File: config.mk
export PLATFORM = sky130hd
export DESIGN_NAME = fwlsp_device_flat
export DESIGN_NICKNAME = d
export VERILOG_FILES = /design/src/design/fwlsp_pkg.sv /design/src/design/fwlsp_link_if.sv /design/src/design/fwlsp_device.sv /design/src/flat_wrapper.sv
export SDC_FILE = /design/constraint.sdc
export NUM_CORES = 1
export LEC_CHECK = 0
export BUFFER_PORTS_ARGS = -buffer_cell sky130_fd_sc_hd__buf_2
export CORE_MARGIN = 3
export CORE_UTILIZATION = 61
export DETAILED_ROUTE_END_ITERATION = 7
export PLACE_DENSITY = 0.84
export SLEW_MARGIN = 40
export SYNTH_ARGS = -nofsm -noshare
export SYNTH_HDL_FRONTEND = slang
export SYNTH_SLANG_ARGS = --single-unit
File: constraint.sdc
create_clock -name i_clock -period 3 [get_ports i_clock]
set_input_delay 0.3 -clock i_clock [delete_from_list [all_inputs] [get_ports i_clock]]
set_output_delay 0.3 -clock i_clock [all_outputs]
set_load 0.005 [all_outputs]
File: src/design/fwlsp_pkg.sv
// Overview of operation
// - write-allow opcode sets write latch flag
// - host sends write-allow before each modifying command
// - write-forbid opcode clears write latch flag
// - latch cleared at reset and command completion
// - latch clear blocks program, erase, and status write unless volatile-enabled
// - volatile-enable makes next status write volatile
// - status read answered even while busy
// - 05H gives low byte, 35H high byte
// - status shifted out msb first, host ends read
// - upper byte layout from erase-paused to guard
// - busy flag set during program, erase, write
// - protect range bits guard array, writable unless locked
// - chip erase only with no protection set (here only the range bits are checked; the invert bit is ignored)
// - guard bits decode software, pin, power, permanent
// - power cycle clears power-cycle guard setting
// - quad enable bit repurposes protect and pause pins (here it only drives o_quad_lines; pin guard mode still reads i_protect_pin)
// - security lock bits set once, cleared only by reset
// - protect invert bit combines with range bits
// - suspend sets program- or erase-paused flag, resume clears both
// - host polls busy flag before new command
package fwlsp_pkg;
  localparam logic [7:0] OP_WRITE_ALLOW = 8'h06;
  localparam logic [7:0] OP_WRITE_FORBID = 8'h04;
  localparam logic [7:0] OP_VOLATILE_ALLOW = 8'h50;
  localparam logic [7:0] OP_STATUS_READ_LO = 8'h05;
  localparam logic [7:0] OP_STATUS_READ_HI = 8'h35;
  localparam logic [7:0] OP_STATUS_WRITE = 8'h01;
  localparam logic [7:0] OP_STATUS_WRITE_HI = 8'h31;
  localparam logic [7:0] OP_CONFIG_WRITE = 8'h11;
  localparam logic [7:0] OP_PAGE_WRITE = 8'h02;
  localparam logic [7:0] OP_PAGE_CLEAR = 8'h81;
  localparam logic [7:0] OP_SMALL_CLEAR = 8'h20;
  localparam logic [7:0] OP_BLOCK32_CLEAR = 8'h52;
  localparam logic [7:0] OP_BLOCK_CLEAR = 8'hD8;
  localparam logic [7:0] OP_CHIP_CLEAR_A = 8'h60;
  localparam logic [7:0] OP_CHIP_CLEAR_B = 8'hC7;
  localparam logic [7:0] OP_SUSPEND = 8'h75;
  localparam logic [7:0] OP_RESUME_A = 8'h7A;
  localparam logic [7:0] OP_RESUME_B = 8'h73;
  localparam logic [7:0] OP_RESET = 8'h99;
  // status bit positions
  localparam int BIT_BUSY = 0;
  localparam int BIT_LATCH = 1;
  localparam int BIT_RANGE_LO = 2;
  localparam int BIT_GUARD_LO = 7;
  localparam int BIT_GUARD_HI = 8;
  localparam int BIT_QUAD = 9;
  localparam int BIT_PROG_PAUSE = 10;
  localparam int BIT_LOCK_LO = 11;
  localparam int BIT_INVERT = 14;
  localparam int BIT_ERASE_PAUSE = 15;
  localparam logic [15:0] STATUS_RESET = 16'h0000;
  // bits a status write may change (not 15, 10, 1, 0)
  localparam logic [15:0] STATUS_WRITE_MASK = 16'h7BFC;
  localparam logic [15:0] STATUS_LOCK_MASK = 16'h3800;
  localparam logic [4:0] RANGE_NONE = 5'h00;
  // busy time of a self-timed operation
  localparam int BUSY_TIME_US = 100;
  localparam int CLOCK_MHZ = 10;
  localparam int BUSY_CYCLES = BUSY_TIME_US * CLOCK_MHZ;
  // host register offsets
  localparam logic [7:0] REG_COMMAND = 8'h00;
  localparam logic [7:0] REG_DATA = 8'h04;
  localparam logic [7:0] REG_CONTROL = 8'h08;
  localparam logic [7:0] REG_RESULT = 8'h0C;
  localparam int CTRL_START = 0;
  localparam int CTRL_BUSY = 0;
  localparam int HALF_PERIOD_CYCLES = 4;
endpackage

File: src/design/fwlsp_link_if.sv
`timescale 1ns/1ps
`default_nettype none
interface fwlsp_link_if;
  logic cs_n;
  logic sclk;
  logic sdi;
  logic sdo;
  logic sdo_oe_n;
  modport device (input cs_n, input sclk, input sdi, output sdo, output sdo_oe_n);
  modport host (output cs_n, output sclk, output sdi, input sdo, input sdo_oe_n);
endinterface
`default_nettype wire

File: src/design/fwlsp_device.sv
// Chosen here: the placing of the registers and the APB slave port.
`timescale 1ns/1ps
`default_nettype none
module fwlsp_device #(
  parameter int BUSY_LEN = fwlsp_pkg::BUSY_CYCLES
) (
  // clock and reset
  input wire logic i_clock,
  input wire logic i_rst_b,
  // serial link
  fwlsp_link_if.device link,
  // pins and array side
  input wire logic i_protect_pin,
  input wire logic i_power_cycle,
  output logic o_quad_lines,
  output logic [4:0] o_protect_range,
  output logic o_protect_invert,
  output logic o_busy,
  output logic o_write_latch,
  output logic o_start_op,
  output logic [7:0] o_start_opcode,
  output logic o_chip_clear_blocked
);
  import fwlsp_pkg::*;

  initial begin
    if (BUSY_LEN < 1 || BUSY_LEN > 65535) $error("BUSY_LEN out of range");
  end

  // link synchronisers
  logic [1:0] cs_sync_r, sclk_sync_r, sdi_sync_r;
  logic [1:0] protect_sync_r;
  logic sclk_prev_r, cs_prev_r;
  always_ff @(posedge i_clock or negedge i_rst_b) begin
    if (!i_rst_b) begin
      cs_sync_r <= 2'h3;
      sclk_sync_r <= 2'h0;
      sdi_sync_r <= 2'h0;
      protect_sync_r <= 2'h0;
      sclk_prev_r <= 1'b0;
      cs_prev_r <= 1'b1;
    end else begin
      cs_sync_r <= {cs_sync_r[0], link.cs_n};
      sclk_sync_r <= {sclk_sync_r[0], link.sclk};
      sdi_sync_r <= {sdi_sync_r[0], link.sdi};
      protect_sync_r <= {protect_sync_r[0], i_protect_pin};
      sclk_prev_r <= sclk_sync_r[1];
      cs_prev_r <= cs_sync_r[1];
    end
  end
  logic cs_low, sclk_rise, sclk_fall, frame_end;
  assign cs_low = !cs_sync_r[1];
  assign sclk_rise = cs_low && sclk_sync_r[1] && !sclk_prev_r;
  assign sclk_fall = cs_low && !sclk_sync_r[1] && sclk_prev_r;
  assign frame_end = cs_sync_r[1] && !cs_prev_r;

  // command state
  logic [5:0] bit_cnt_r, bit_cnt_nxt;
  logic [7:0] op_r, op_nxt;
  logic [15:0] data_r, data_nxt;
  logic [15:0] status_r, status_nxt;
  logic [15:0] shift_r, shift_nxt;
  logic sdo_r, sdo_nxt, sdo_oe_n_r, sdo_oe_n_nxt;
  logic volatile_r, volatile_nxt;
  logic [15:0] busy_cnt_r, busy_cnt_nxt;
  logic start_r, start_nxt;
  logic [7:0] start_op_r, start_op_nxt;
  logic blocked_r, blocked_nxt;
  logic [15:0] write_word;

  function automatic logic is_status_read(input logic [7:0] op);
    return op == OP_STATUS_READ_LO || op == OP_STATUS_READ_HI;
  endfunction

  function automatic logic is_modify(input logic [7:0] op);
    return op == OP_PAGE_WRITE || op == OP_PAGE_CLEAR || op == OP_SMALL_CLEAR ||
      op == OP_BLOCK32_CLEAR || op == OP_BLOCK_CLEAR || op == OP_CHIP_CLEAR_A ||
      op == OP_CHIP_CLEAR_B;
  endfunction

  logic guard_locked;
  logic [15:0] status_view;
  always_comb begin
    // guard decode of the two protect bits
    case ({status_r[BIT_GUARD_HI], status_r[BIT_GUARD_LO]})
      2'h0: guard_locked = 1'b0;
      2'h1: guard_locked = !protect_sync_r[1];
      default: guard_locked = 1'b1;
    endcase
    status_view = status_r;
    status_view[BIT_BUSY] = busy_cnt_r != 16'h0000;
  end

  // command decode and status update
  always_comb begin
    bit_cnt_nxt = bit_cnt_r;
    write_word = 16'h0000;
    op_nxt = op_r;
    data_nxt = data_r;
    status_nxt = status_r;
    shift_nxt = shift_r;
    sdo_nxt = sdo_r;
    sdo_oe_n_nxt = sdo_oe_n_r;
    volatile_nxt = volatile_r;
    busy_cnt_nxt = (busy_cnt_r != 16'h0000) ? busy_cnt_r - 16'h0001 : busy_cnt_r;
    start_nxt = 1'b0;
    start_op_nxt = start_op_r;
    blocked_nxt = blocked_r;
    if (busy_cnt_r == 16'h0001 && start_op_r != OP_SUSPEND) begin
      status_nxt[BIT_LATCH] = 1'b0;
    end
    if (sclk_rise) begin
      if (bit_cnt_r < 6'd8) begin
        op_nxt = {op_r[6:0], sdi_sync_r[1]};
      end else begin
        data_nxt = {data_r[14:0], sdi_sync_r[1]};
      end
      if (bit_cnt_r != 6'd63) begin
        bit_cnt_nxt = bit_cnt_r + 6'd1;
      end
      if (bit_cnt_r == 6'd7 && is_status_read({op_r[6:0], sdi_sync_r[1]})) begin
        shift_nxt = ({op_r[6:0], sdi_sync_r[1]} == OP_STATUS_READ_HI) ?
          {status_view[15:8], status_view[15:8]} : {status_view[7:0], status_view[7:0]};
      end
    end
    if (sclk_fall && bit_cnt_r >= 6'd8 && is_status_read(op_r)) begin
      sdo_nxt = shift_r[15];
      sdo_oe_n_nxt = 1'b0;
      shift_nxt = {shift_r[14:0], shift_r[15]};
    end
    if (frame_end) begin
      bit_cnt_nxt = 6'd0;
      sdo_oe_n_nxt = 1'b1;
      if (bit_cnt_r[2:0] == 3'd0 && bit_cnt_r != 6'd0) begin
        case (op_r)
          OP_WRITE_ALLOW: status_nxt[BIT_LATCH] = 1'b1;
          OP_WRITE_FORBID: status_nxt[BIT_LATCH] = 1'b0;
          OP_VOLATILE_ALLOW: volatile_nxt = 1'b1;
          OP_SUSPEND: begin
            if (busy_cnt_r != 16'h0000 && is_modify(start_op_r)) begin
              if (start_op_r == OP_PAGE_WRITE) status_nxt[BIT_PROG_PAUSE] = 1'b1;
              else status_nxt[BIT_ERASE_PAUSE] = 1'b1;
              busy_cnt_nxt = 16'h0000;
            end
          end
          OP_RESUME_A, OP_RESUME_B: begin
            status_nxt[BIT_PROG_PAUSE] = 1'b0;
            status_nxt[BIT_ERASE_PAUSE] = 1'b0;
          end
          OP_RESET: begin
            status_nxt[BIT_LATCH] = 1'b0;
            volatile_nxt = 1'b0;
          end
          OP_STATUS_WRITE, OP_STATUS_WRITE_HI: begin
            if ((status_r[BIT_LATCH] || volatile_r) && !guard_locked && busy_cnt_r == 16'h0000 &&
                (bit_cnt_r == 6'd16 || bit_cnt_r == 6'd24)) begin
              write_word = (bit_cnt_r == 6'd16) ? {8'h00, data_r[7:0]} : {data_r[7:0], data_r[15:8]};
              if (op_r == OP_STATUS_WRITE_HI) begin
                write_word = {data_r[7:0], status_r[7:0]};
              end
              write_word = write_word | (status_r & STATUS_LOCK_MASK);
              status_nxt = (status_r & ~STATUS_WRITE_MASK) | (write_word & STATUS_WRITE_MASK);
              if (!volatile_r) begin
                busy_cnt_nxt = BUSY_LEN[15:0];
                start_op_nxt = op_r;
              end
              volatile_nxt = 1'b0;
            end
          end
          default: begin
            if (is_modify(op_r) && status_r[BIT_LATCH] && busy_cnt_r == 16'h0000) begin
              if ((op_r == OP_CHIP_CLEAR_A || op_r == OP_CHIP_CLEAR_B) &&
                  status_r[BIT_RANGE_LO +: 5] != RANGE_NONE) begin
                blocked_nxt = 1'b1;
              end else begin
                busy_cnt_nxt = BUSY_LEN[15:0];
                start_op_nxt = op_r;
                start_nxt = 1'b1; // the array checks the region
                blocked_nxt = 1'b0;
              end
            end
          end
        endcase
      end
    end
    if (i_power_cycle) begin
      status_nxt[BIT_LATCH] = 1'b0;
      status_nxt[BIT_PROG_PAUSE] = 1'b0;
      status_nxt[BIT_ERASE_PAUSE] = 1'b0;
      if (status_r[BIT_GUARD_HI] && !status_r[BIT_GUARD_LO]) begin
        status_nxt[BIT_GUARD_HI] = 1'b0;
      end
      volatile_nxt = 1'b0;
    end
  end

  // register all command state
  always_ff @(posedge i_clock or negedge i_rst_b) begin
    if (!i_rst_b) begin
      bit_cnt_r <= 6'd0;
      op_r <= 8'h00;
      data_r <= 16'h0000;
      status_r <= STATUS_RESET;
      shift_r <= 16'h0000;
      sdo_r <= 1'b0;
      sdo_oe_n_r <= 1'b1;
      volatile_r <= 1'b0;
      busy_cnt_r <= 16'h0000;
      start_r <= 1'b0;
      start_op_r <= 8'h00;
      blocked_r <= 1'b0;
    end else begin
      bit_cnt_r <= bit_cnt_nxt;
      op_r <= op_nxt;
      data_r <= data_nxt;
      status_r <= status_nxt;
      shift_r <= shift_nxt;
      sdo_r <= sdo_nxt;
      sdo_oe_n_r <= sdo_oe_n_nxt;
      volatile_r <= volatile_nxt;
      busy_cnt_r <= busy_cnt_nxt;
      start_r <= start_nxt;
      start_op_r <= start_op_nxt;
      blocked_r <= blocked_nxt;
    end
  end

  // registered outputs
  logic busy_out_r, quad_r, inv_r, latch_out_r;
  logic [4:0] range_r;
  always_ff @(posedge i_clock or negedge i_rst_b) begin
    if (!i_rst_b) begin
      busy_out_r <= 1'b0;
      quad_r <= 1'b0;
      inv_r <= 1'b0;
      latch_out_r <= 1'b0;
      range_r <= 5'h00;
    end else begin
      busy_out_r <= busy_cnt_nxt != 16'h0000;
      quad_r <= status_nxt[BIT_QUAD];
      inv_r <= status_nxt[BIT_INVERT];
      latch_out_r <= status_nxt[BIT_LATCH];
      range_r <= status_nxt[BIT_RANGE_LO +: 5];
    end
  end
  assign link.sdo = sdo_r;
  assign link.sdo_oe_n = sdo_oe_n_r;
  assign o_quad_lines = quad_r;
  assign o_protect_range = range_r;
  assign o_protect_invert = inv_r;
  assign o_busy = busy_out_r;
  assign o_write_latch = latch_out_r;
  assign o_start_op = start_r;
  assign o_start_opcode = start_op_r;
  assign o_chip_clear_blocked = blocked_r;
endmodule
`default_nettype wire

File: src/flat_wrapper.sv
// flat-port wrapper written by rule: the top's interface ports become plain ports
module fwlsp_device_flat import fwlsp_pkg::*;
#(
  parameter int BUSY_LEN = fwlsp_pkg::BUSY_CYCLES
)
  (i_clock, i_rst_b, i_protect_pin, i_power_cycle, o_quad_lines, o_protect_range, o_protect_invert, o_busy, o_write_latch, o_start_op, o_start_opcode, o_chip_clear_blocked, link_cs_n, link_sclk, link_sdi, link_sdo, link_sdo_oe_n);
  fwlsp_link_if link_i ();
  input wire logic i_clock;
  input wire logic i_rst_b;
  input wire logic i_protect_pin;
  input wire logic i_power_cycle;
  output logic o_quad_lines;
  output logic [4:0] o_protect_range;
  output logic o_protect_invert;
  output logic o_busy;
  output logic o_write_latch;
  output logic o_start_op;
  output logic [7:0] o_start_opcode;
  output logic o_chip_clear_blocked;
  input wire logic [$bits(link_i.cs_n)-1:0] link_cs_n;
  input wire logic [$bits(link_i.sclk)-1:0] link_sclk;
  input wire logic [$bits(link_i.sdi)-1:0] link_sdi;
  output wire logic [$bits(link_i.sdo)-1:0] link_sdo;
  output wire logic [$bits(link_i.sdo_oe_n)-1:0] link_sdo_oe_n;
  assign link_i.cs_n = link_cs_n;
  assign link_i.sclk = link_sclk;
  assign link_i.sdi = link_sdi;
  assign link_sdo = link_i.sdo;
  assign link_sdo_oe_n = link_i.sdo_oe_n;
  fwlsp_device #(.BUSY_LEN(BUSY_LEN)) u_core (.i_clock(i_clock), .i_rst_b(i_rst_b), .link(link_i), .i_protect_pin(i_protect_pin), .i_power_cycle(i_power_cycle), .o_quad_lines(o_quad_lines), .o_protect_range(o_protect_range), .o_protect_invert(o_protect_invert), .o_busy(o_busy), .o_write_latch(o_write_latch), .o_start_op(o_start_op), .o_start_opcode(o_start_opcode), .o_chip_clear_blocked(o_chip_clear_blocked));
endmodule
Yosys cells after proc, flatten, opt, wreduce, memory -nomap -nowiden

Index checks and enable logic that the tools add are counted.

Add/subtract/negate cells: 2
Reduce and logical (&&, ||, !) cells: 75
Bitwise operators: 5
Eq/ne operators: 41
Order comparisons: 2
Muxes and demuxes: 60

Operator list:

| kind                    | number |
|---|---|
| $mux W16                | 15 |
| $mux W15                | 6 |
| $eq A8 B7 Y1 const B    | 8 |
| $eq A8 B8 Y1 const B    | 7 |
| $pmux W16 S3            | 1 |
| $eq A8 B6 Y1 const B    | 5 |
| $mux W8                 | 5 |
| $eq A8 B3 Y1 const B    | 4 |
| $reduce_bool A16 Y1     | 2 |
| $mux W1                 | 23 |
| $logic_and A1 B1 Y1     | 18 |
| $mux W6                 | 3 |
| $logic_or A1 B1 Y1      | 17 |
| $eq A16 B1 Y1 const B   | 1 |
| $eq A8 B2 Y1 const B    | 2 |
| $logic_not A16 Y1       | 1 |
| $or A16 B15 Y16         | 1 |
| $pmux W8 S2             | 1 |
| $reduce_bool A2 Y1      | 8 |
| $sub A16 B1 Y16 const B | 1 |
| $or A15 B14 Y15         | 1 |
| $eq A6 B5 Y1 const B    | 2 |
| $pmux W1 S3             | 4 |
| $reduce_and A4 Y1       | 3 |
| 28 further kinds        | 46 |

Flip-flop bits (word level): 110
Input port bits: 7

Depth between registers and ports, before layout

Gate-level depths: netlist (run 1).

Depth after elaboration: 18
Gate-level depth with buffers: 10

Worst setup path before layout (run 1)

OpenSTA, ideal clock, no wires.

Path type: reg2reg
From: register u_core.busy_cnt_r[0]
To: register u_core.start_op_r[5], in the netlist u_core.o_start_opcode[5]
Path slack: 0.239 ns
Cell stages (with the launch flop): 10
Data arrival time: 2.636 ns
Path through: dfrtp_1 inv_1 ha_1 nor3b_1 nand4_1 or2_1 or3_1 a21o_1 buf_6 mux2_4

Cells in the longest elaborated chain, start to end: 5
Elaborated cells between the ends (all ways): 7
Classes of those cells: eq/ne: 1; reduce/logical: 6

Ends and longest elaborated chain:

| item                                   | RTL line                                 | RTL |
|---|---|---|
| start, declared                        | fwlsp_device.sv:65                       | `logic [15:0] busy_cnt_r, busy_cnt_nxt;` |
| start signal, assigned                 | fwlsp_device.sv:221                      | `busy_cnt_r <= busy_cnt_nxt;` |
| $logic_not A16 Y1 (*)                  | fwlsp_device.sv:155, fwlsp_device.sv:171 |  |
| $logic_and A1 B1 Y1 (2 in a row)       | fwlsp_device.sv:155                      | `if ((status_r[BIT_LATCH] \|\| volatile_r) && !guard_locked && busy_cnt_r == 16'h0000 &&` |
| $ne A2 B1 Y1 (no source line)          | n/a                                      |  |
| $reduce_and A7 Y1 (no source line) (*) | n/a                                      |  |
| end signal, assigned                   | fwlsp_device.sv:223                      | `start_op_r <= start_op_nxt;` |
| end, declared                          | fwlsp_device.sv:67                       | `logic [7:0] start_op_r, start_op_nxt;` |

Mark *: on every way between the ends. The rest lies on a longest branch, timed or not.
A chain may end at the register's enable or synchronous reset.

Final worst setup path (run 1)

From: register u_core.bit_cnt_r[0]
To: register u_core.start_op_r[5], in the netlist u_core.o_start_opcode[5]

Cells in the longest elaborated chain, start to end: 5
Elaborated cells between the ends (all ways): 9
Classes of those cells: eq/ne: 3; reduce/logical: 6

Ends and longest elaborated chain:

| item                                   | RTL line            | RTL |
|---|---|---|
| start, declared                        | fwlsp_device.sv:58  | `logic [5:0] bit_cnt_r, bit_cnt_nxt;` |
| start signal, assigned                 | fwlsp_device.sv:213 | `bit_cnt_r <= bit_cnt_nxt;` |
| $eq A6 B5 Y1                           | fwlsp_device.sv:156 | `(bit_cnt_r == 6'd16 \|\| bit_cnt_r == 6'd24)) begin` |
| $logic_or A1 B1 Y1                     | fwlsp_device.sv:156 |  |
| $logic_and A1 B1 Y1                    | fwlsp_device.sv:155 |  |
| $ne A2 B1 Y1 (no source line)          | n/a                 |  |
| $reduce_and A7 Y1 (no source line) (*) | n/a                 |  |

Marked as above.

==> results of run 1 <==
[logic make-up (layout without fill, tap and decap cells)]
group                      Yosys count  in the layout  share of synthesized area
DFF                                101            101                      0.492
muxes                               49             49                      0.107
buffers and inverters               38             76                     0.0333
xor gates and xnor gates            17             17                     0.0289
adders and majority gates            4              4                    0.00972
AOI/OAI and AO/OA                   81             81                      0.105
and+or+nand+nor                    210            210                      0.224
[registers in the layout, indices dropped and copies added (netlist names), 2 cells and up]
| name | count |
|---|---|
| u_core.bit_cnt_r | 6 |
| u_core.busy_cnt_r | 16 |
| u_core.cs_sync_r | 2 |
| u_core.data_r | 16 |
| u_core.o_protect_range | 4 |
| u_core.o_start_opcode | 8 |
| u_core.op_r | 8 |
| u_core.protect_sync_r | 2 |
| u_core.sclk_sync_r | 2 |
| u_core.sdi_sync_r | 2 |
| u_core.shift_r | 16 |
| u_core.status_r | 10 |
[per-stage QoR]
stage | utilization | total power [W]
3_5_place_dp | 0.684 | 0.00633
3_3_place_gp | 0.684 | 0.00616
2_1_floorplan | - | 0.00526
6_report | 0.714 | 0.00726
5_1_grt | 0.714 | 0.00790
4_1_cts | 0.712 | 0.00722
[cell usage after synthesis, types with 3 or more instances]
cell                       count  share of area
sky130_fd_sc_hd__inv_1         9         0.0066
sky130_fd_sc_hd__o31ai_1       4         0.0058
sky130_fd_sc_hd__xnor2_1       6          0.010
sky130_fd_sc_hd__nor3_1       12          0.012
sky130_fd_sc_hd__ha_1          4         0.0097
sky130_fd_sc_hd__nand3b_1      3         0.0044
sky130_fd_sc_hd__o211ai_1      3         0.0044
sky130_fd_sc_hd__mux2_2       38          0.083
sky130_fd_sc_hd__nand3_1      11          0.011
sky130_fd_sc_hd__nor2b_1       7         0.0085
sky130_fd_sc_hd__nand2_1      68          0.050
sky130_fd_sc_hd__or4_1         6         0.0087
sky130_fd_sc_hd__o21ai_0      20          0.019
sky130_fd_sc_hd__or3_1        10          0.012
sky130_fd_sc_hd__nor3b_1       5         0.0073
sky130_fd_sc_hd__a21oi_1      11          0.011
sky130_fd_sc_hd__a21o_1        5         0.0073
sky130_fd_sc_hd__nor4_2        4         0.0097
sky130_fd_sc_hd__a211oi_1      6         0.0087
sky130_fd_sc_hd__dfrtp_1      97           0.47
sky130_fd_sc_hd__buf_4         5         0.0073
sky130_fd_sc_hd__nor2_1       38          0.028
sky130_fd_sc_hd__dfstp_2       4          0.020
sky130_fd_sc_hd__or3b_2        4         0.0068
sky130_fd_sc_hd__mux2_4        3         0.0087
sky130_fd_sc_hd__nor4_1        8         0.0097
sky130_fd_sc_hd__clkbuf_1     21          0.015
sky130_fd_sc_hd__mux2i_1       8          0.016
sky130_fd_sc_hd__nand4_1       6         0.0073
sky130_fd_sc_hd__a22oi_1      16          0.023
sky130_fd_sc_hd__and4_1        3         0.0051
sky130_fd_sc_hd__xor2_1       11          0.019
sky130_fd_sc_hd__nand4b_1      7          0.012
[critical path: cells and delay by family, from the launching register on]
kind	cells	cell delay (ns)
flops	1	0.44
buf+inv	1	0.08
mux	1	0.34
fa+ha+maj	1	0.18
simple gates	4	1.35
compound gates	1	0.36
[power breakdown]
group,leakage (nW),internal [W],switching [W]
sequential,1.37,0.00163,0.000201
combinational,1.27,0.00199,0.00256
clock,0.105,0.000338,0.000538
total,2.74,0.00396,0.00330
[cell type report]
cell class | count | area, um2
Fill cell | 580 | 2280
Multi-Input combinational cell | 361 | 2460
Clock buffer | 9 | 124
Sequential cell | 101 | 2530
Inverter | 9 | 33.8
Clock inverter | 7 | 86.3
Tap cell | 102 | 128
Timing Repair Buffer | 51 | 323
[metal layers]
layer	GRT usage	part of all wire
met5	0	0
met4	0.0682	0.020
met3	0.0550	0.047
met2	0.399	0.51
met1	0.316	0.43
[worst paths after layout]
| check | start | to | slack [ns] | depth (start not counted) |
|---|---|---|---|---|
| setup reg to reg | u_core.bit_cnt_r[0] | u_core.o_start_opcode[5] | 0.14 | 8 |
| hold reg to reg | u_core.sdi_sync_r[0] | u_core.sdi_sync_r[1] | 0.36 | 0 |
| min in group asynchronous | i_rst_b | u_core.busy_cnt_r[9] | 0.49 | 2 |
| setup / recovery | u_core.bit_cnt_r[0] | u_core.o_start_opcode[5] | 0.14 | 8 |
| hold / removal | link_sclk | u_core.sclk_sync_r[0] | 0.02 | 1 |
| max in group asynchronous | i_rst_b | u_core.link.sdo_oe_n | 1.66 | 3 |
[what timing repair did]
item | in CTS | in global routing
hold buffers | 2 | 0
endpoints found under the hold margin | 51 | 0
resized for setup | 0 | 2
endpoints found under the setup margin | 0 | 13
==> impl_metrics.prom, run 1 <==
# TYPE chip_impl_metric gauge
chip_impl_metric{name="worst_path_arrival_time",unit="ns"} 3.13
chip_impl_metric{name="number_of_antenna_violations_at_the_first_check_in_global_routing",unit=""} 0
chip_impl_metric{name="track_usage",unit=""} 0.240
chip_impl_metric{name="sequential_fraction_of_the_synthesis_area",unit=""} 0.492
chip_impl_metric{name="vias",unit=""} 3951
chip_impl_metric{name="maxCapViolCount",unit=""} 0
chip_impl_metric{name="worst_skew_pair.late_latency",unit="ns"} 0.38
chip_impl_info{name="cts.root.buffer_cell",value="sky130_fd_sc_hd__clkbuf_8"} 1
chip_impl_metric{name="number_of_buffers_inserted_by_post_cts_setup_repair",unit=""} 0
chip_impl_metric{name="worst-endpoint-required",unit="ns"} 3.27
chip_impl_metric{name="routed_wire_length_per_instance",unit="um"} 17.0
chip_impl_metric{name="number_of_warnings_printed_during_yosys_synthesis",unit=""} 0
chip_impl_info{name="hold_path.class",value="input port to flop"} 1
chip_impl_metric{name="clock_sink_count",unit=""} 101
chip_impl_metric{name="timing.final.hold_violations",unit=""} 0
chip_impl_metric{name="grt_start_max_net_pins",unit=""} 56
chip_impl_info{name="mostFrequentLayoutCells",value="97 x sky130_fd_sc_hd__dfrtp_1, 68 x sky130_fd_sc_hd__nand2_1, 38 x sky130_fd_sc_hd__mux2_2"} 1
chip_impl_metric{name="area_delta_synth_final",unit="%"} 10.5
chip_impl_metric{name="dp.final_hpwl",unit="um"} 7740
chip_impl_info{name="tritoncts",value="yes"} 1
chip_impl_metric{name="path_clk_slew",unit="ns"} 0.11
chip_impl_metric{name="grt_remaining_overflow",unit=""} 0
chip_impl_metric{name="final.setup.tns",unit="ns"} 0
chip_impl_info{name="critical_path.slowest_cell",value="sky130_fd_sc_hd__or4_1"} 1
chip_impl_metric{name="io_buffer_count",unit=""} 27
chip_impl_metric{name="postSynthNetCount",unit=""} 511
chip_impl_metric{name="stdcell_area",unit="mm2"} 0.00569
chip_impl_info{name="worstSetupEndpointType",value="flop"} 1
chip_impl_info{name="final_common_cell",value="sky130_fd_sc_hd__dfrtp_1"} 1
chip_impl_metric{name="finalCritPeriodShare",unit=""} 0.955
chip_impl_metric{name="syn-mean-instance-area",unit="um2"} 10.3
chip_impl_info{name="grt_setup_unrepaired",value="no"} 1
chip_impl_metric{name="ys_types",unit=""} 61
chip_impl_metric{name="drcViolationCount",unit=""} 0
chip_impl_metric{name="post_route_skew",unit="ns"} 0.0125
chip_impl_metric{name="rows",unit=""} 32
chip_impl_metric{name="biggest_cell_delay_along_the_critical_path",unit="ns"} 0.60
chip_impl_metric{name="ctsHtreeMaxLevel",unit=""} 3
chip_impl_metric{name="powerDensity",unit="mW/mm2"} 1280
chip_impl_metric{name="dpl.cell_count",unit=""} 622
chip_impl_metric{name="clock_path_buffers",unit=""} 2
chip_impl_metric{name="initial_core_util",unit=""} 0.646
chip_impl_metric{name="finish.net_count",unit=""} 544
chip_impl_info{name="dominantRegCellSynth",value="sky130_fd_sc_hd__dfrtp_1"} 1
chip_impl_metric{name="slew_headroom",unit=""} 0.516
chip_impl_metric{name="p_leak",unit="nW"} 2.74
chip_impl_metric{name="report.final.slew_viol_count",unit=""} 0
chip_impl_metric{name="core_area",unit="mm2"} 0.00797
chip_impl_info{name="setup.worst_path.start_class",value="flop"} 1
chip_impl_metric{name="number_of_drc_violations_after_detailed_routing_iteration_0",unit=""} 233
chip_impl_metric{name="number_of_global_route_vias_before_repair",unit=""} 3821
chip_impl_metric{name="die_height",unit="um"} 97.9
chip_impl_metric{name="cts_made_buffers",unit=""} 9
chip_impl_metric{name="total_i_o_pin_count",unit=""} 28
chip_impl_metric{name="drive_gt1_frac",unit=""} 0.234
chip_impl_metric{name="ir_worst_vdd",unit="uV"} 936
chip_impl_metric{name="ant_nets",unit=""} 0
chip_impl_metric{name="finalWeightedCongestion",unit=""} 0.984
chip_impl_metric{name="netlist_area",unit="mm2"} 0.00515
chip_impl_metric{name="die-width",unit="um"} 97.9
chip_impl_metric{name="fp.dieArea",unit="mm2"} 0.00958
chip_impl_metric{name="place_area",unit="mm2"} 0.00545
chip_impl_metric{name="postSynthCellCount",unit=""} 500
chip_impl_metric{name="max_slew.worst_pin.slew",unit="ns"} 0.716
chip_impl_metric{name="final_critical_path_setup_slack",unit="ns"} 0.136
chip_impl_metric{name="maxClockFrequency",unit="GHz"} 0.349
chip_impl_metric{name="placement.setup.worst_slack",unit="ns"} 0.112
chip_impl_metric{name="final.hold.worst_slack",unit="ns"} 0.0239
chip_impl_info{name="timing.setup.critical_path_class",value="flop to flop"} 1
chip_impl_metric{name="detail_route.wirelength",unit="um"} 10900
chip_impl_metric{name="vias_per_cell",unit=""} 6.17
chip_impl_metric{name="setup_viol",unit=""} 0
chip_impl_info{name="cp_cell_sequence",value="inv_1 -> ha_1 -> nand4bb_1 -> or4_1 -> or2_1 -> or3_1 -> a21o_2 -> mux2_4"} 1
chip_impl_metric{name="count_of_non_filler_cells_in_the_finished_layout",unit=""} 640
chip_impl_info{name="run_status",value="finished, final reports clean"} 1
chip_impl_metric{name="antennaDiodeCount",unit=""} 0
chip_impl_metric{name="grt_pass1_wl",unit="um"} 18800
chip_impl_metric{name="dr.pass1.iters",unit=""} 5
chip_impl_metric{name="asyncSetResetFlopFracSynth",unit=""} 1.00
chip_impl_metric{name="ys_ff_latch",unit=""} 101
chip_impl_metric{name="minimum_period_implied_by_the_final_worst_setup_slack",unit="ns"} 2.86
chip_impl_metric{name="crit_fanout",unit=""} 15
chip_impl_metric{name="synth-edff-count",unit=""} 0
No activity file was read; power rests on OpenSTA's default activity.
==> inputs of run 2 (changes only) <==
- CORE_ASPECT_RATIO: default -> 1.75
==> impl_metrics.prom, run 2 (synthesized netlist as in run 1, its figures left out) <==
# TYPE chip_impl_metric gauge
chip_impl_metric{name="stdcell_area",unit="mm2"} 0.00577
chip_impl_info{name="run_status",value="finished, final reports clean"} 1
chip_impl_metric{name="number_of_antenna_violations_at_the_first_check_in_global_routing",unit=""} 0
chip_impl_metric{name="die-width",unit="um"} 75.4
chip_impl_metric{name="number_of_global_route_vias_before_repair",unit=""} 4216
chip_impl_metric{name="ir_worst_vdd",unit="uV"} 998
chip_impl_metric{name="slew_headroom",unit=""} 0.530
chip_impl_metric{name="path_clk_slew",unit="ns"} 0.07
chip_impl_metric{name="detail_route.wirelength",unit="um"} 11700
chip_impl_metric{name="met1_layer_usage_reported_by_global_route",unit=""} 0.301
chip_impl_metric{name="powerDensity",unit="mW/mm2"} 1330
chip_impl_metric{name="place_area",unit="mm2"} 0.00543
chip_impl_metric{name="p_leak",unit="nW"} 2.78
chip_impl_metric{name="clock_sink_count",unit=""} 101
chip_impl_info{name="critical_path.slowest_cell",value="sky130_fd_sc_hd__or4_1"} 1
chip_impl_info{name="cp_cell_sequence",value="inv_1 -> ha_1 -> nand4bb_1 -> or4_1 -> or2_1 -> or3_1 -> a21o_2 -> mux2_4"} 1
chip_impl_metric{name="maxClockFrequency",unit="GHz"} 0.350
chip_impl_metric{name="grt_pass1_wl",unit="um"} 19800
chip_impl_metric{name="gr-usage-met3",unit=""} 0.0449
chip_impl_metric{name="grt_remaining_overflow",unit=""} 0
chip_impl_metric{name="drcViolationCount",unit=""} 0
chip_impl_metric{name="dr.pass1.iters",unit=""} 5
chip_impl_metric{name="ctsHtreeMaxLevel",unit=""} 3
chip_impl_metric{name="crit_fanout",unit=""} 15
chip_impl_metric{name="worst_skew_pair.late_latency",unit="ns"} 0.35
chip_impl_info{name="grt_setup_unrepaired",value="no"} 1
chip_impl_metric{name="cts_made_buffers",unit=""} 9
chip_impl_info{name="worstSetupEndpointType",value="flop"} 1
chip_impl_metric{name="antennaDiodeCount",unit=""} 0
chip_impl_info{name="setup.worst_path.start_class",value="flop"} 1
chip_impl_info{name="mostFrequentLayoutCells",value="97 x sky130_fd_sc_hd__dfrtp_1, 68 x sky130_fd_sc_hd__nand2_1, 38 x sky130_fd_sc_hd__mux2_2"} 1
chip_impl_info{name="timing.setup.critical_path_class",value="flop to flop"} 1
chip_impl_info{name="final_common_cell",value="sky130_fd_sc_hd__dfrtp_1"} 1
chip_impl_metric{name="met2_usage",unit=""} 0.463
chip_impl_metric{name="initial_core_util",unit=""} 0.638
chip_impl_metric{name="minimum_period_implied_by_the_final_worst_setup_slack",unit="ns"} 2.86
chip_impl_metric{name="fp.dieArea",unit="mm2"} 0.00962
chip_impl_metric{name="report.final.slew_viol_count",unit=""} 0
chip_impl_metric{name="finalCritPeriodShare",unit=""} 0.953
chip_impl_metric{name="grt_start_max_net_pins",unit=""} 53
chip_impl_info{name="biggestRegsByFlops",value="u_core.busy_cnt_r x16, u_core.data_r x16, u_core.shift_r x16"} 1
chip_impl_metric{name="rows",unit=""} 43
chip_impl_metric{name="vias_per_cell",unit=""} 6.37
chip_impl_metric{name="finish.net_count",unit=""} 543
chip_impl_metric{name="final.setup.tns",unit="ns"} 0
chip_impl_metric{name="number_of_drc_violations_after_detailed_routing_iteration_0",unit=""} 351
chip_impl_metric{name="track_usage",unit=""} 0.268
chip_impl_info{name="hold_path.class",value="input port to flop"} 1
chip_impl_metric{name="max_slew.worst_pin.slew",unit="ns"} 0.698
chip_impl_metric{name="total_i_o_pin_count",unit=""} 28
chip_impl_metric{name="finalWeightedCongestion",unit=""} 0.930
chip_impl_metric{name="final.hold.worst_slack",unit="ns"} 0.0542
chip_impl_metric{name="core_area",unit="mm2"} 0.00807
chip_impl_metric{name="maxCapViolCount",unit=""} 0
chip_impl_metric{name="vias",unit=""} 3992
chip_impl_metric{name="ant_nets",unit=""} 0
chip_impl_metric{name="routed_wire_length_per_instance",unit="um"} 18.6
chip_impl_metric{name="number_of_buffers_inserted_by_post_cts_setup_repair",unit=""} 0
chip_impl_metric{name="timing.final.hold_violations",unit=""} 0
chip_impl_metric{name="io_buffer_count",unit=""} 27
chip_impl_metric{name="setup_viol",unit=""} 0
chip_impl_info{name="cts.root.buffer_cell",value="sky130_fd_sc_hd__clkbuf_16"} 1
chip_impl_metric{name="post_route_skew",unit="ns"} 0.00751
chip_impl_metric{name="die_height",unit="um"} 128
chip_impl_info{name="grt_busiest_layer",value="met2"} 1
chip_impl_metric{name="biggest_cell_delay_along_the_critical_path",unit="ns"} 0.60
chip_impl_metric{name="drive_gt1_frac",unit=""} 0.235
chip_impl_metric{name="area_delta_synth_final",unit="%"} 12.0
chip_impl_metric{name="dp.final_hpwl",unit="um"} 8420
chip_impl_metric{name="worst-endpoint-required",unit="ns"} 3.24
chip_impl_info{name="tritoncts",value="yes"} 1
chip_impl_metric{name="clock_path_buffers",unit=""} 2
chip_impl_metric{name="worst_path_arrival_time",unit="ns"} 3.09
==> run 2: cell types whose count changed in the layout (fill, tap and decap cells not counted), sizes merged <==
cell	change
inv	+1
dlygate4sd3	-1
clkinvlp	+1
bufinv	+1
clkinv	-3
==> run 2: area by class of cell <==
type / count / area [um2]
multi-input cells: 361 / 2460
inverters: 9 / 33.8
fillers: 572 / 2300
clock buffers: 9 / 225
clock inverters: 7 / 91.3
well taps: 90 / 113
flip-flops and latches: 101 / 2530
repair buffers: 50 / 313
==> run 2: layer usage <==
| metal | share of wire | wire length, um | up-vias |
|---|---|---|---|
| met3 | 0.039 | 456 | 41 |
| li1 | - | - | 1868 |
| met4 | 0.046 | 532 | 0 |
| met2 | 0.54 | 6370 | 133 |
| met5 | 0 | 0 | - |
| met1 | 0.37 | 4330 | 1950 |
==> run 2: critical path: cells and delay by family (launching register included) <==
family,cells,cell delay (ns)
buffers and inverters,1,0.09
AND/OR/NAND/NOR,4,1.36
flip-flops,1,0.41
multiplexers,1,0.34
adder cells (fa/ha/maj),1,0.19
AO/OA/AOI/OAI,1,0.35
==> run 2: metrics by stage <==
step,instances,setup slack (ns),util,power (W)
after floorplan,500,0.239,-,0.00526
after global placement,610,0.210,0.673,0.00627
after detailed placement,610,0.111,0.673,0.00640
after CTS,627,0.0868,0.713,0.00765
after global routing,627,0.00242,0.715,0.00825
final,627,0.142,0.715,0.00769
==> run 2: power breakdown <==
| part | internal (W) | total, W | leakage, nW | switching (W) |
|---|---|---|---|---|
| logic | 0.00201 | 0.00464 | 1.26 | 0.00264 |
| registers | 0.00163 | 0.00184 | 1.37 | 0.000207 |
| clock network | 0.000668 | 0.00121 | 0.152 | 0.000541 |
| total | 0.00431 | 0.00769 | 2.78 | 0.00338 |
==> run 2: path summary, 6_finish.rpt <==
| path | endpoint | cells after the start | slack, ns | startpoint |
|---|---|---|---|---|
| max | u_core.o_start_opcode[7] | 8 | 0.14 | u_core.bit_cnt_r[1] |
| min | u_core.cs_sync_r[0] | 1 | 0.05 | link_cs_n |
| max reg2reg | u_core.o_start_opcode[7] | 8 | 0.14 | u_core.bit_cnt_r[1] |
| min reg2reg | u_core.sdi_sync_r[1] | 0 | 0.35 | u_core.sdi_sync_r[0] |
| max in group asynchronous | u_core.link.sdo_oe_n | 3 | 1.66 | i_rst_b |
| min in group asynchronous | u_core.busy_cnt_r[3] | 2 | 0.51 | i_rst_b |
==> run 2: repair_timing <==
action,4_1_cts,5_1_grt
hold endpoints to repair,4,0
setup endpoints to repair,0,9
hold buffers,1,0
gates resized for setup,0,2
